==> src/hw/tspc_consts.svh <==
`ifndef TSPC_CONSTS_SVH
`define TSPC_CONSTS_SVH
`define TSPC_NS_W 30
`define TSPC_SEC_W 32
`define TSPC_NS_PER_SEC 30'h3B9ACA00
`define TSPC_TICK_NS 30'h00000008
`define TSPC_SYS_CLK_MHZ 200
`define TSPC_TIME_CLK_MHZ 125
`define TSPC_HALF_MAX_NS 32'h042C1D80
`define TSPC_HALF_125MS 32'h07735940
`define TSPC_HALF_250MS 32'h0EE6B280
`define TSPC_HALF_500MS 32'h1DCD6500
`define TSPC_SEL_LVL0 2'h0
`define TSPC_SEL_LVL1 2'h1
`define TSPC_SEL_CLK0 2'h2
`define TSPC_SEL_CLK1 2'h3
`define TSPC_CAUSE_AUX0 0
`define TSPC_CAUSE_AUX1 1
`endif

==> src/hw/tspc_pkg.sv <==
package tspc_pkg;
  typedef struct packed {
    logic [31:0] sec;
    logic [29:0] ns;
  } tspc_time_s;
  typedef struct packed {
    logic out_en;
    logic [1:0] sel;
  } tspc_pin_cfg_s;
  typedef struct packed {
    logic cap_en;
    logic [1:0] pin_sel;
    logic ts_en;
  } tspc_aux_cfg_s;
  typedef enum logic [1:0] {
    TSPC_CLK_IDLE = 2'b00,
    TSPC_CLK_WAIT = 2'b01,
    TSPC_CLK_RUN = 2'b10
  } tspc_clk_st_e;
endpackage

==> src/hw/tspc_top.sv <==
`timescale 1ns/1ps
`include "tspc_consts.svh"
// Overview of operation
// - Selector 00b binds level/pulse use to target pair 0, 01b to pair 1.
// - In pulse use the selected pair is leading edge, the other trailing edge.
// - Pin toggles at leading target, returns to previous level at trailing target.
// - At most two output clocks, each synchronized to system time.
// - Selector 10b drives a clock from pair 0, 11b from pair 1.
// - Clock pin drives zero until system time reaches the target.
// - Then endlessly add half cycle to target and toggle on reaching it.
// - Input pin transition copies system time into the aux capture pair.
// - Capture sets its cause flag; interrupt only if unmasked and enabled.
// - High-word read re-arms the pair; no capture before that read.
// - Cause register records each cause; mask register gates each bit.
// - Any asserted time sync interrupt sets the main summary bit.
// - System time advances each 8 ns time tick; compares use current value.
// - Target pairs share the seconds/nanoseconds layout of system time.
module tspc_top
  import tspc_pkg::*;
#(
  parameter int NUM_PINS = 4,
  parameter int NUM_TGT = 2
)
(
  input wire logic i_sys_clk,
  input wire logic i_nrst,
  input wire logic i_time_tick,
  input wire tspc_time_s i_time_load,
  input wire logic i_time_load_stb,
  input wire tspc_pin_cfg_s [3:0] i_pin_cfg,
  input wire logic [3:0] i_pin_in,
  input wire tspc_time_s [1:0] i_target,
  input wire logic [1:0] i_target_wr,
  input wire logic [1:0] i_target_enable,
  input wire logic [1:0] i_pulse_mode,
  input wire logic [1:0] i_clk_out_enable,
  input wire logic [31:0] i_half_period0,
  input wire logic [31:0] i_half_period1,
  input wire tspc_aux_cfg_s [1:0] i_aux_cfg,
  input wire logic [1:0] i_aux_high_rd,
  input wire logic [1:0] i_cause_clr,
  input wire logic [1:0] i_cause_mask,
  input wire logic i_ts_int_enable,
  output logic [3:0] o_pin_out,
  output logic [3:0] o_pin_oe,
  output tspc_time_s o_system_time,
  output tspc_time_s [1:0] o_aux_capture,
  output logic [1:0] o_aux_armed,
  output logic [1:0] o_cause,
  output logic o_main_summary,
  output logic o_irq,
  output logic [1:0] o_clk_active
);
  // Refuse sizes the fixed pin and target logic cannot serve
  if (NUM_PINS != 4 || NUM_TGT != 2)
  begin : g_size_check
    $error("tspc_top supports exactly four pins and two targets");
  end

  logic rst_s1_q;
  logic rst_n;
  always_ff @(posedge i_sys_clk or negedge i_nrst)
  begin
    if (!i_nrst)
    begin
      rst_s1_q <= 1'b0;
      rst_n <= 1'b0;
    end
    else
    begin
      rst_s1_q <= 1'b1;
      rst_n <= rst_s1_q;
    end
  end

  // Three-stage pin synchronisers
  logic [3:0] pin_s1_q;
  logic [3:0] pin_s2_q;
  logic [3:0] pin_s3_q;
  always_ff @(posedge i_sys_clk or negedge rst_n)
  begin
    if (!rst_n)
    begin
      pin_s1_q <= 4'h0;
      pin_s2_q <= 4'h0;
      pin_s3_q <= 4'h0;
    end
    else
    begin
      pin_s1_q <= i_pin_in;
      pin_s2_q <= pin_s1_q;
      pin_s3_q <= pin_s2_q;
    end
  end

  // System time counter, nanoseconds wrap into seconds
  tspc_time_s now_q;
  always_ff @(posedge i_sys_clk or negedge rst_n)
  begin
    if (!rst_n)
      now_q <= '0;
    else if (i_time_load_stb)
      now_q <= i_time_load;
    else if (i_time_tick)
    begin
      if (now_q.ns >= `TSPC_NS_PER_SEC - `TSPC_TICK_NS)
      begin
        now_q.ns <= now_q.ns + `TSPC_TICK_NS - `TSPC_NS_PER_SEC;
        now_q.sec <= now_q.sec + 32'h00000001;
      end
      else
        now_q.ns <= now_q.ns + `TSPC_TICK_NS;
    end
  end

  // Target pairs: software writes, clock mode advances by half period
  tspc_time_s [1:0] tgt_q;
  logic [1:0] ge;
  logic [1:0] ge_q;
  tspc_clk_st_e [1:0] clk_st_q;
  logic [1:0] clk_lvl_q;
  logic [1:0] clk_step;
  // Compare results lag a target write by one cycle, so ignore them then
  logic [1:0] tgt_wr_q;
  always_ff @(posedge i_sys_clk or negedge rst_n)
  begin
    if (!rst_n)
      tgt_wr_q <= 2'h0;
    else
      tgt_wr_q <= i_target_wr;
  end
  logic [31:0] half [1:0];
  assign half[0] = i_half_period0;
  assign half[1] = i_half_period1;

  genvar gt;
  generate
    for (gt = 0; gt < 2; gt++)
    begin : g_tgt
      tspc_time_cmp u_cmp (
        .i_clk(i_sys_clk),
        .i_rst_n(rst_n),
        .i_now(now_q),
        .i_tgt(tgt_q[gt]),
        .o_ge(ge[gt])
      );

      logic [31:0] ns_sum;
      assign ns_sum = {2'b00, tgt_q[gt].ns} + half[gt];

      always_ff @(posedge i_sys_clk or negedge rst_n)
      begin
        if (!rst_n)
          tgt_q[gt] <= '0;
        else if (i_target_wr[gt])
          tgt_q[gt] <= i_target[gt];
        else if (clk_step[gt])
        begin
          if (ns_sum >= {2'b00, `TSPC_NS_PER_SEC})
          begin
            tgt_q[gt].ns <= 30'(ns_sum - {2'b00, `TSPC_NS_PER_SEC});
            tgt_q[gt].sec <= tgt_q[gt].sec + 32'h00000001;
          end
          else
            tgt_q[gt].ns <= ns_sum[29:0];
        end
      end

      // Clock state: wait for start, then toggle each time target is passed
      always_ff @(posedge i_sys_clk or negedge rst_n)
      begin
        if (!rst_n)
        begin
          clk_st_q[gt] <= TSPC_CLK_IDLE;
          clk_lvl_q[gt] <= 1'b0;
        end
        else if (!i_clk_out_enable[gt] || i_target_wr[gt])
        begin
          clk_st_q[gt] <= i_clk_out_enable[gt] ? TSPC_CLK_WAIT : TSPC_CLK_IDLE;
          clk_lvl_q[gt] <= 1'b0;
        end
        else
        begin
          case (clk_st_q[gt])
            TSPC_CLK_IDLE: clk_st_q[gt] <= TSPC_CLK_WAIT;
            TSPC_CLK_WAIT:
              if (ge[gt] && !clk_step[gt] && !tgt_wr_q[gt])
                clk_st_q[gt] <= TSPC_CLK_RUN;
            TSPC_CLK_RUN:
              if (ge[gt] && !clk_step[gt] && !tgt_wr_q[gt])
                clk_lvl_q[gt] <= ~clk_lvl_q[gt];
            default: clk_st_q[gt] <= TSPC_CLK_IDLE;
          endcase
        end
      end

      // Pipeline hold: one cycle between target step and next compare result
      always_ff @(posedge i_sys_clk or negedge rst_n)
      begin
        if (!rst_n)
          ge_q[gt] <= 1'b0;
        else
          ge_q[gt] <= clk_step[gt];
      end
      assign clk_step[gt] = i_clk_out_enable[gt] && (clk_st_q[gt] != TSPC_CLK_IDLE)
                            && ge[gt] && !ge_q[gt] && !i_target_wr[gt] && !tgt_wr_q[gt];
    end
  endgenerate

  // Level-change events: one per target per arming
  logic [1:0] fired_q;
  logic [1:0] lvl_evt;
  always_ff @(posedge i_sys_clk or negedge rst_n)
  begin
    if (!rst_n)
      fired_q <= 2'h0;
    else
      for (int t = 0; t < 2; t++)
        if (i_target_wr[t] || !i_target_enable[t])
          fired_q[t] <= 1'b0;
        else if (lvl_evt[t])
          fired_q[t] <= 1'b1;
  end
  assign lvl_evt = ge & i_target_enable & ~fired_q & ~i_clk_out_enable & ~tgt_wr_q;

  // Pin drivers
  genvar gp;
  generate
    for (gp = 0; gp < 4; gp++)
    begin : g_pin
      logic tsel;
      logic lead;
      logic trail;
      assign tsel = i_pin_cfg[gp].sel[0];
      assign lead = lvl_evt[tsel];
      assign trail = lvl_evt[~tsel] && i_pulse_mode[tsel];
      always_ff @(posedge i_sys_clk or negedge rst_n)
      begin
        if (!rst_n)
        begin
          o_pin_out[gp] <= 1'b0;
          o_pin_oe[gp] <= 1'b0;
        end
        else
        begin
          o_pin_oe[gp] <= i_pin_cfg[gp].out_en;
          if (!i_pin_cfg[gp].out_en)
            o_pin_out[gp] <= 1'b0;
          else if (i_pin_cfg[gp].sel[1])
            o_pin_out[gp] <= clk_lvl_q[tsel];
          else if (lead ^ trail)
            o_pin_out[gp] <= ~o_pin_out[gp];
        end
      end
    end
  endgenerate

  // Auxiliary capture units
  logic [1:0] cap_evt;
  genvar ga;
  generate
    for (ga = 0; ga < 2; ga++)
    begin : g_aux
      logic edge_seen;
      assign edge_seen = pin_s2_q[i_aux_cfg[ga].pin_sel] ^ pin_s3_q[i_aux_cfg[ga].pin_sel];
      assign cap_evt[ga] = i_aux_cfg[ga].cap_en && i_aux_cfg[ga].ts_en && edge_seen
                           && o_aux_armed[ga];
      always_ff @(posedge i_sys_clk or negedge rst_n)
      begin
        if (!rst_n)
        begin
          o_aux_capture[ga] <= '0;
          o_aux_armed[ga] <= 1'b1;
        end
        else if (cap_evt[ga])
        begin
          o_aux_capture[ga] <= now_q;
          o_aux_armed[ga] <= 1'b0;
        end
        else if (i_aux_high_rd[ga])
          o_aux_armed[ga] <= 1'b1;
      end
    end
  endgenerate

  // Cause flags: set wins over clear
  logic [1:0] irq_pend;
  assign irq_pend = (o_cause | cap_evt) & i_cause_mask;
  always_ff @(posedge i_sys_clk or negedge rst_n)
  begin
    if (!rst_n)
    begin
      o_cause <= 2'h0;
      o_irq <= 1'b0;
      o_main_summary <= 1'b0;
      o_system_time <= '0;
      o_clk_active <= 2'h0;
    end
    else
    begin
      o_cause <= (o_cause & ~i_cause_clr) | cap_evt;
      o_irq <= |irq_pend && i_ts_int_enable;
      o_main_summary <= |irq_pend;
      o_system_time <= now_q;
      for (int c = 0; c < 2; c++)
        o_clk_active[c] <= (clk_st_q[c] == TSPC_CLK_RUN);
    end
  end
endmodule

==> src/hw/tspc_time_cmp.sv <==
`timescale 1ns/1ps
`include "tspc_consts.svh"
module tspc_time_cmp
  import tspc_pkg::*;
(
  input wire logic i_clk,
  input wire logic i_rst_n,
  input wire tspc_time_s i_now,
  input wire tspc_time_s i_tgt,
  output logic o_ge
);
  // Seconds dominate, nanoseconds break ties; registered result
  always_ff @(posedge i_clk or negedge i_rst_n)
  begin
    if (!i_rst_n)
      o_ge <= 1'b0;
    else
      o_ge <= ({i_now.sec, i_now.ns} >= {i_tgt.sec, i_tgt.ns});
  end
endmodule

==> config.mk <==
export PLATFORM = sky130hd
export DESIGN_NAME = tspc_top
export DESIGN_NICKNAME = d
export VERILOG_FILES = /design/src/hw/tspc_pkg.sv /design/src/hw/tspc_top.sv /design/src/hw/tspc_time_cmp.sv
export VERILOG_INCLUDE_DIRS = /design/src /design/src/hw
export SDC_FILE = /design/constraint.sdc
export NUM_CORES = 1
export LEC_CHECK = 0
export BUFFER_PORTS_ARGS = -buffer_cell sky130_fd_sc_hd__buf_2
export CAP_MARGIN = 30
export CORE_ASPECT_RATIO = 2
export CORE_MARGIN = 5
export CORE_UTILIZATION = 39
export DETAILED_ROUTE_END_ITERATION = 10
export PLACE_DENSITY = 0.67
export SLEW_MARGIN = 20
export SYNTH_ARGS = -nofsm -noshare
export SYNTH_HDL_FRONTEND = slang
export SYNTH_SLANG_ARGS = --single-unit
==> constraint.sdc <==
create_clock -name i_sys_clk -period 17.1 [get_ports i_sys_clk]
set_input_delay 0.855 -clock i_sys_clk [delete_from_list [all_inputs] [get_ports i_sys_clk]]
set_output_delay 0.855 -clock i_sys_clk [all_outputs]
set_load 0.02 [all_outputs]
==> results.cfg <==
[status]
status = complete, no violations

[floorplanning]
coreArea_um2 = 68700
die_h_um = 382
ios = 495
rows = 136
start_util = 0.393
die_w_um = 196
die_area_um2 = 74900

[sta]
period_minus_slack_ns = 5.74
max_freq_mhz = 174
tns_ns = 0
hold_viol = 0
worst_pin_slew_ns = 1.01
finClkSkew_ns = 0.0283
relSlewSlack = 0.329
finalCritPeriodShare = 0.336
rsz0062_at_grt = no
report.final.setup_viol = 0
drv_slew = 0

[yosys]
ys_seq_elements = 416
yosys_warnings = 0
synth_edf_count = 0
ys_top_cells_by_count = dfrtp_1, nand2_1, o21ai_0
synth_area_leaders = dfrtp_1, ha_1, mux2_2, nand2_1, o21ai_0
async_flop_share = 1.00
synth.yosys.seq_area_share = 0.386
synthCells = 2876
ys.flop_type = dfrtp_1
synthDistinctLibCells = 97
post-synth-top-area-cell = dfrtp_1
avgSynthCellArea_um2 = 9.38
yosysTopAreaCellShare = 0.384
yosysMostFrequentCell = dfrtp_1
syn_nets = 3362
synthesis.area_um2 = 27000

[clock_network]
cts-root-buf = clkbuf_16
clk_pin_slew_ns = 0.07
insertion_delay_ns = 0.57
htree_num_levels = 2
cts_resized = 0
cts_sinks = 416
cts_setup_buffers = 0
cts_hold_buf = 0
cts_tree = yes
cts_buffer_depth = 3
cts_buffers = 43

[drt]
antenna_left = 0
drc = 0
drtIter0Drc = 1251
via_per_inst = 5.70
drt_pre_antenna_iters = 5
num_vias = 24200
routedWlPerCell_um = 22.6
drt-total-wl_um = 96300

[setup_path]
reg2reg_slack_ns = 11.36
reg2reg_depth = 15
rr_startpoint = tgt_q[0]$_DFFE_PN0P_
cp-end-kind = register
setup.worst_path.end = tgt_q[38]$_DFFE_PN0P_
slowest_stage = nand4_2
critPathLaunchType = register
max_stage_delay_ns = 0.75
critPathRequiredTime_ns = 17.55
cp.arrival_ns = 6.19
path_max_fanout = 47
setup.worst_path.class = register to register
worstSetupStartpoint = tgt_q[0]$_DFFE_PN0P_
worst_r2r_endpoint = tgt_q[38]$_DFFE_PN0P_
path_cells = ha_1 -> inv_1 -> fa_1 -> nand2b_1 -> a21oi_2 -> o21ai_0 -> o211a_1 -> a311oi_1 -> o2111ai_1 -> a211oi_2 -> nand4_2 -> a21oi_4 -> buf_4 -> mux2_1 -> a221o_1

[global_route]
grtUsageTotal = 0.248
grt_max_degree = 151
grt_overflow = 0
grt_first_pass_wirelength_um = 145000
antenna_found_initial = 22
grt_pass1_vias = 24600

[finish]
drive_above_1_share = 0.242
final_cells = 4253
final_nets = 3796
area_growth_pct = 18.6
nFillCells = 6709
fin_area_um2 = 32000

[power]
power_density_nw_per_um2 = 119
finalPower_w = 0.00382
ir_drop_mv = 0.136
p_leak_nw = 15.0

[min_path]
hp-class = input pin to asynchronous set/reset pin

[placed_design]
place_inst = 4160
hpwl_um = 75500
gp_congestion = 0.961
portBuffers = 494
post_dp_cell_area_um2 = 30300

[flow_run]
max_cap_viol_count = 0
==> worst min path at each step <==
stage	start	endpoint
3_3_place_gp	pin_s1_q[3]$_DFF_PN0_	pin_s2_q[3]$_DFF_PN0_
3_5_place_dp	pin_s1_q[1]$_DFF_PN0_	pin_s2_q[1]$_DFF_PN0_
4_1_cts	i_nrst	rst_n$_DFF_PN0_
5_1_grt	i_nrst	rst_n$_DFF_PN0_
6_report	i_nrst	rst_n$_DFF_PN0_
2_1_floorplan	pin_s1_q[0]$_DFF_PN0_	pin_s2_q[0]$_DFF_PN0_
==> worst max-delay path: cells and delay by family (launching register included) <==
kind | cells | cell delay [ns]
compound gates | 8 | 2.79
simple gates | 2 | 0.95
fa+ha+maj | 2 | 0.59
buf+inv | 2 | 0.50
flops | 1 | 0.41
mux | 1 | 0.37
==> cell type report <==
cell class	instances	area, µm²	area share
well taps	897	1120	0.0351
clock buffers	54	1250	0.0391
inverters	166	623	0.0195
repair buffers	520	2730	0.0854
multi-input cells	2163	15400	0.482
clock inverters	24	408	0.0127
flip-flops and latches	416	10400	0.325
diodes	13	32.5	0.00102
==> kinds of logic (layout without fill, tap and decap cells) <==
group,after synthesis,in the layout,share of synthesized area
XOR/XNOR,164,164,0.0535
multiplexers,181,181,0.0761
other,1,14,0.000139
flip-flops,416,416,0.386
adder cells (fa/ha/maj),193,193,0.0900
AND/OR/NAND/NOR,828,828,0.150
AO/OA/AOI/OAI,796,796,0.201
buffers and inverters,297,764,0.0438
==> registers in the layout, indices dropped and copies added (netlist names) <==
name              flops
fired_q               2
o_system_time        62
o_irq                 1
tgt_wr_q              2
clk_lvl_q             2
rst_s1_q              1
o_aux_capture       124
o_cause               2
g_tgt.u_cmp.o_ge      2
o_clk_active          2
pin_s3_q              4
tgt_q               124
o_aux_armed           2
pin_s2_q              4
pin_s1_q              4
clk_st_q              4
now_q                62
o_pin_oe              4
rst_n                 1
ge_q                  2
o_main_summary        1
o_pin_out             4
==> per-layer routing <==
layer  wire, µm  vias to the layer above  GRT usage
met5         62                        -          0
met4       4490                       10      0.106
met3       5830                      190     0.0361
met2      48900                      867      0.445
met1      37000                    11700      0.292
li1           -                    11400          -
==> cells in the final DEF (no fill, tap or decap), types with 14 or more instances in the layout <==
| master | instances |
|---|---|
| a211o_1 | 18 |
| inv_1 | 166 |
| clkbuf_16 | 45 |
| dfrtp_1 | 413 |
| mux2i_1 | 24 |
| nor3_1 | 59 |
| or3_1 | 16 |
| o21a_1 | 17 |
| a31oi_1 | 26 |
| nor2_1 | 138 |
| ha_1 | 191 |
| xnor2_1 | 97 |
| nor2b_1 | 32 |
| nand2b_1 | 26 |
| nand2_1 | 294 |
| buf_4 | 25 |
| o211a_1 | 17 |
| nand3_1 | 70 |
| and3_1 | 43 |
| o211ai_1 | 37 |
| a211oi_1 | 23 |
| a21o_1 | 61 |
| o221ai_1 | 29 |
| buf_2 | 491 |
| a21oi_1 | 151 |
| a221o_1 | 14 |
| o2111ai_1 | 14 |
| nor4_1 | 15 |
| nand4_1 | 59 |
| o21ai_1 | 16 |
| a22oi_1 | 25 |
| mux2_2 | 151 |
| and2_1 | 21 |
| o21ai_0 | 204 |
| xor2_1 | 66 |
==> where the power goes <==
part | internal (W) | leakage, nW | switching, W | total [W]
combinational | 0.000535 | 9.12 | 0.000809 | 0.00134
sequential | 0.00118 | 5.04 | 0.000179 | 0.00136
clock | 0.000674 | 0.807 | 0.000439 | 0.00111
==> through the flow <==
stage | worst slack [ns] | util | hold WS (ns)
final | 11.36 | 0.466 | 0.0716
after global routing | 11.05 | 0.465 | 0.0520
after detailed placement | 10.88 | 0.440 | 0.337
after floorplan | 4.65 | - | 0.331
after CTS | 11.39 | 0.464 | 0.0351
after global placement | 10.96 | 0.440 | 0.333
No activity file was read; power rests on OpenSTA's default activity.
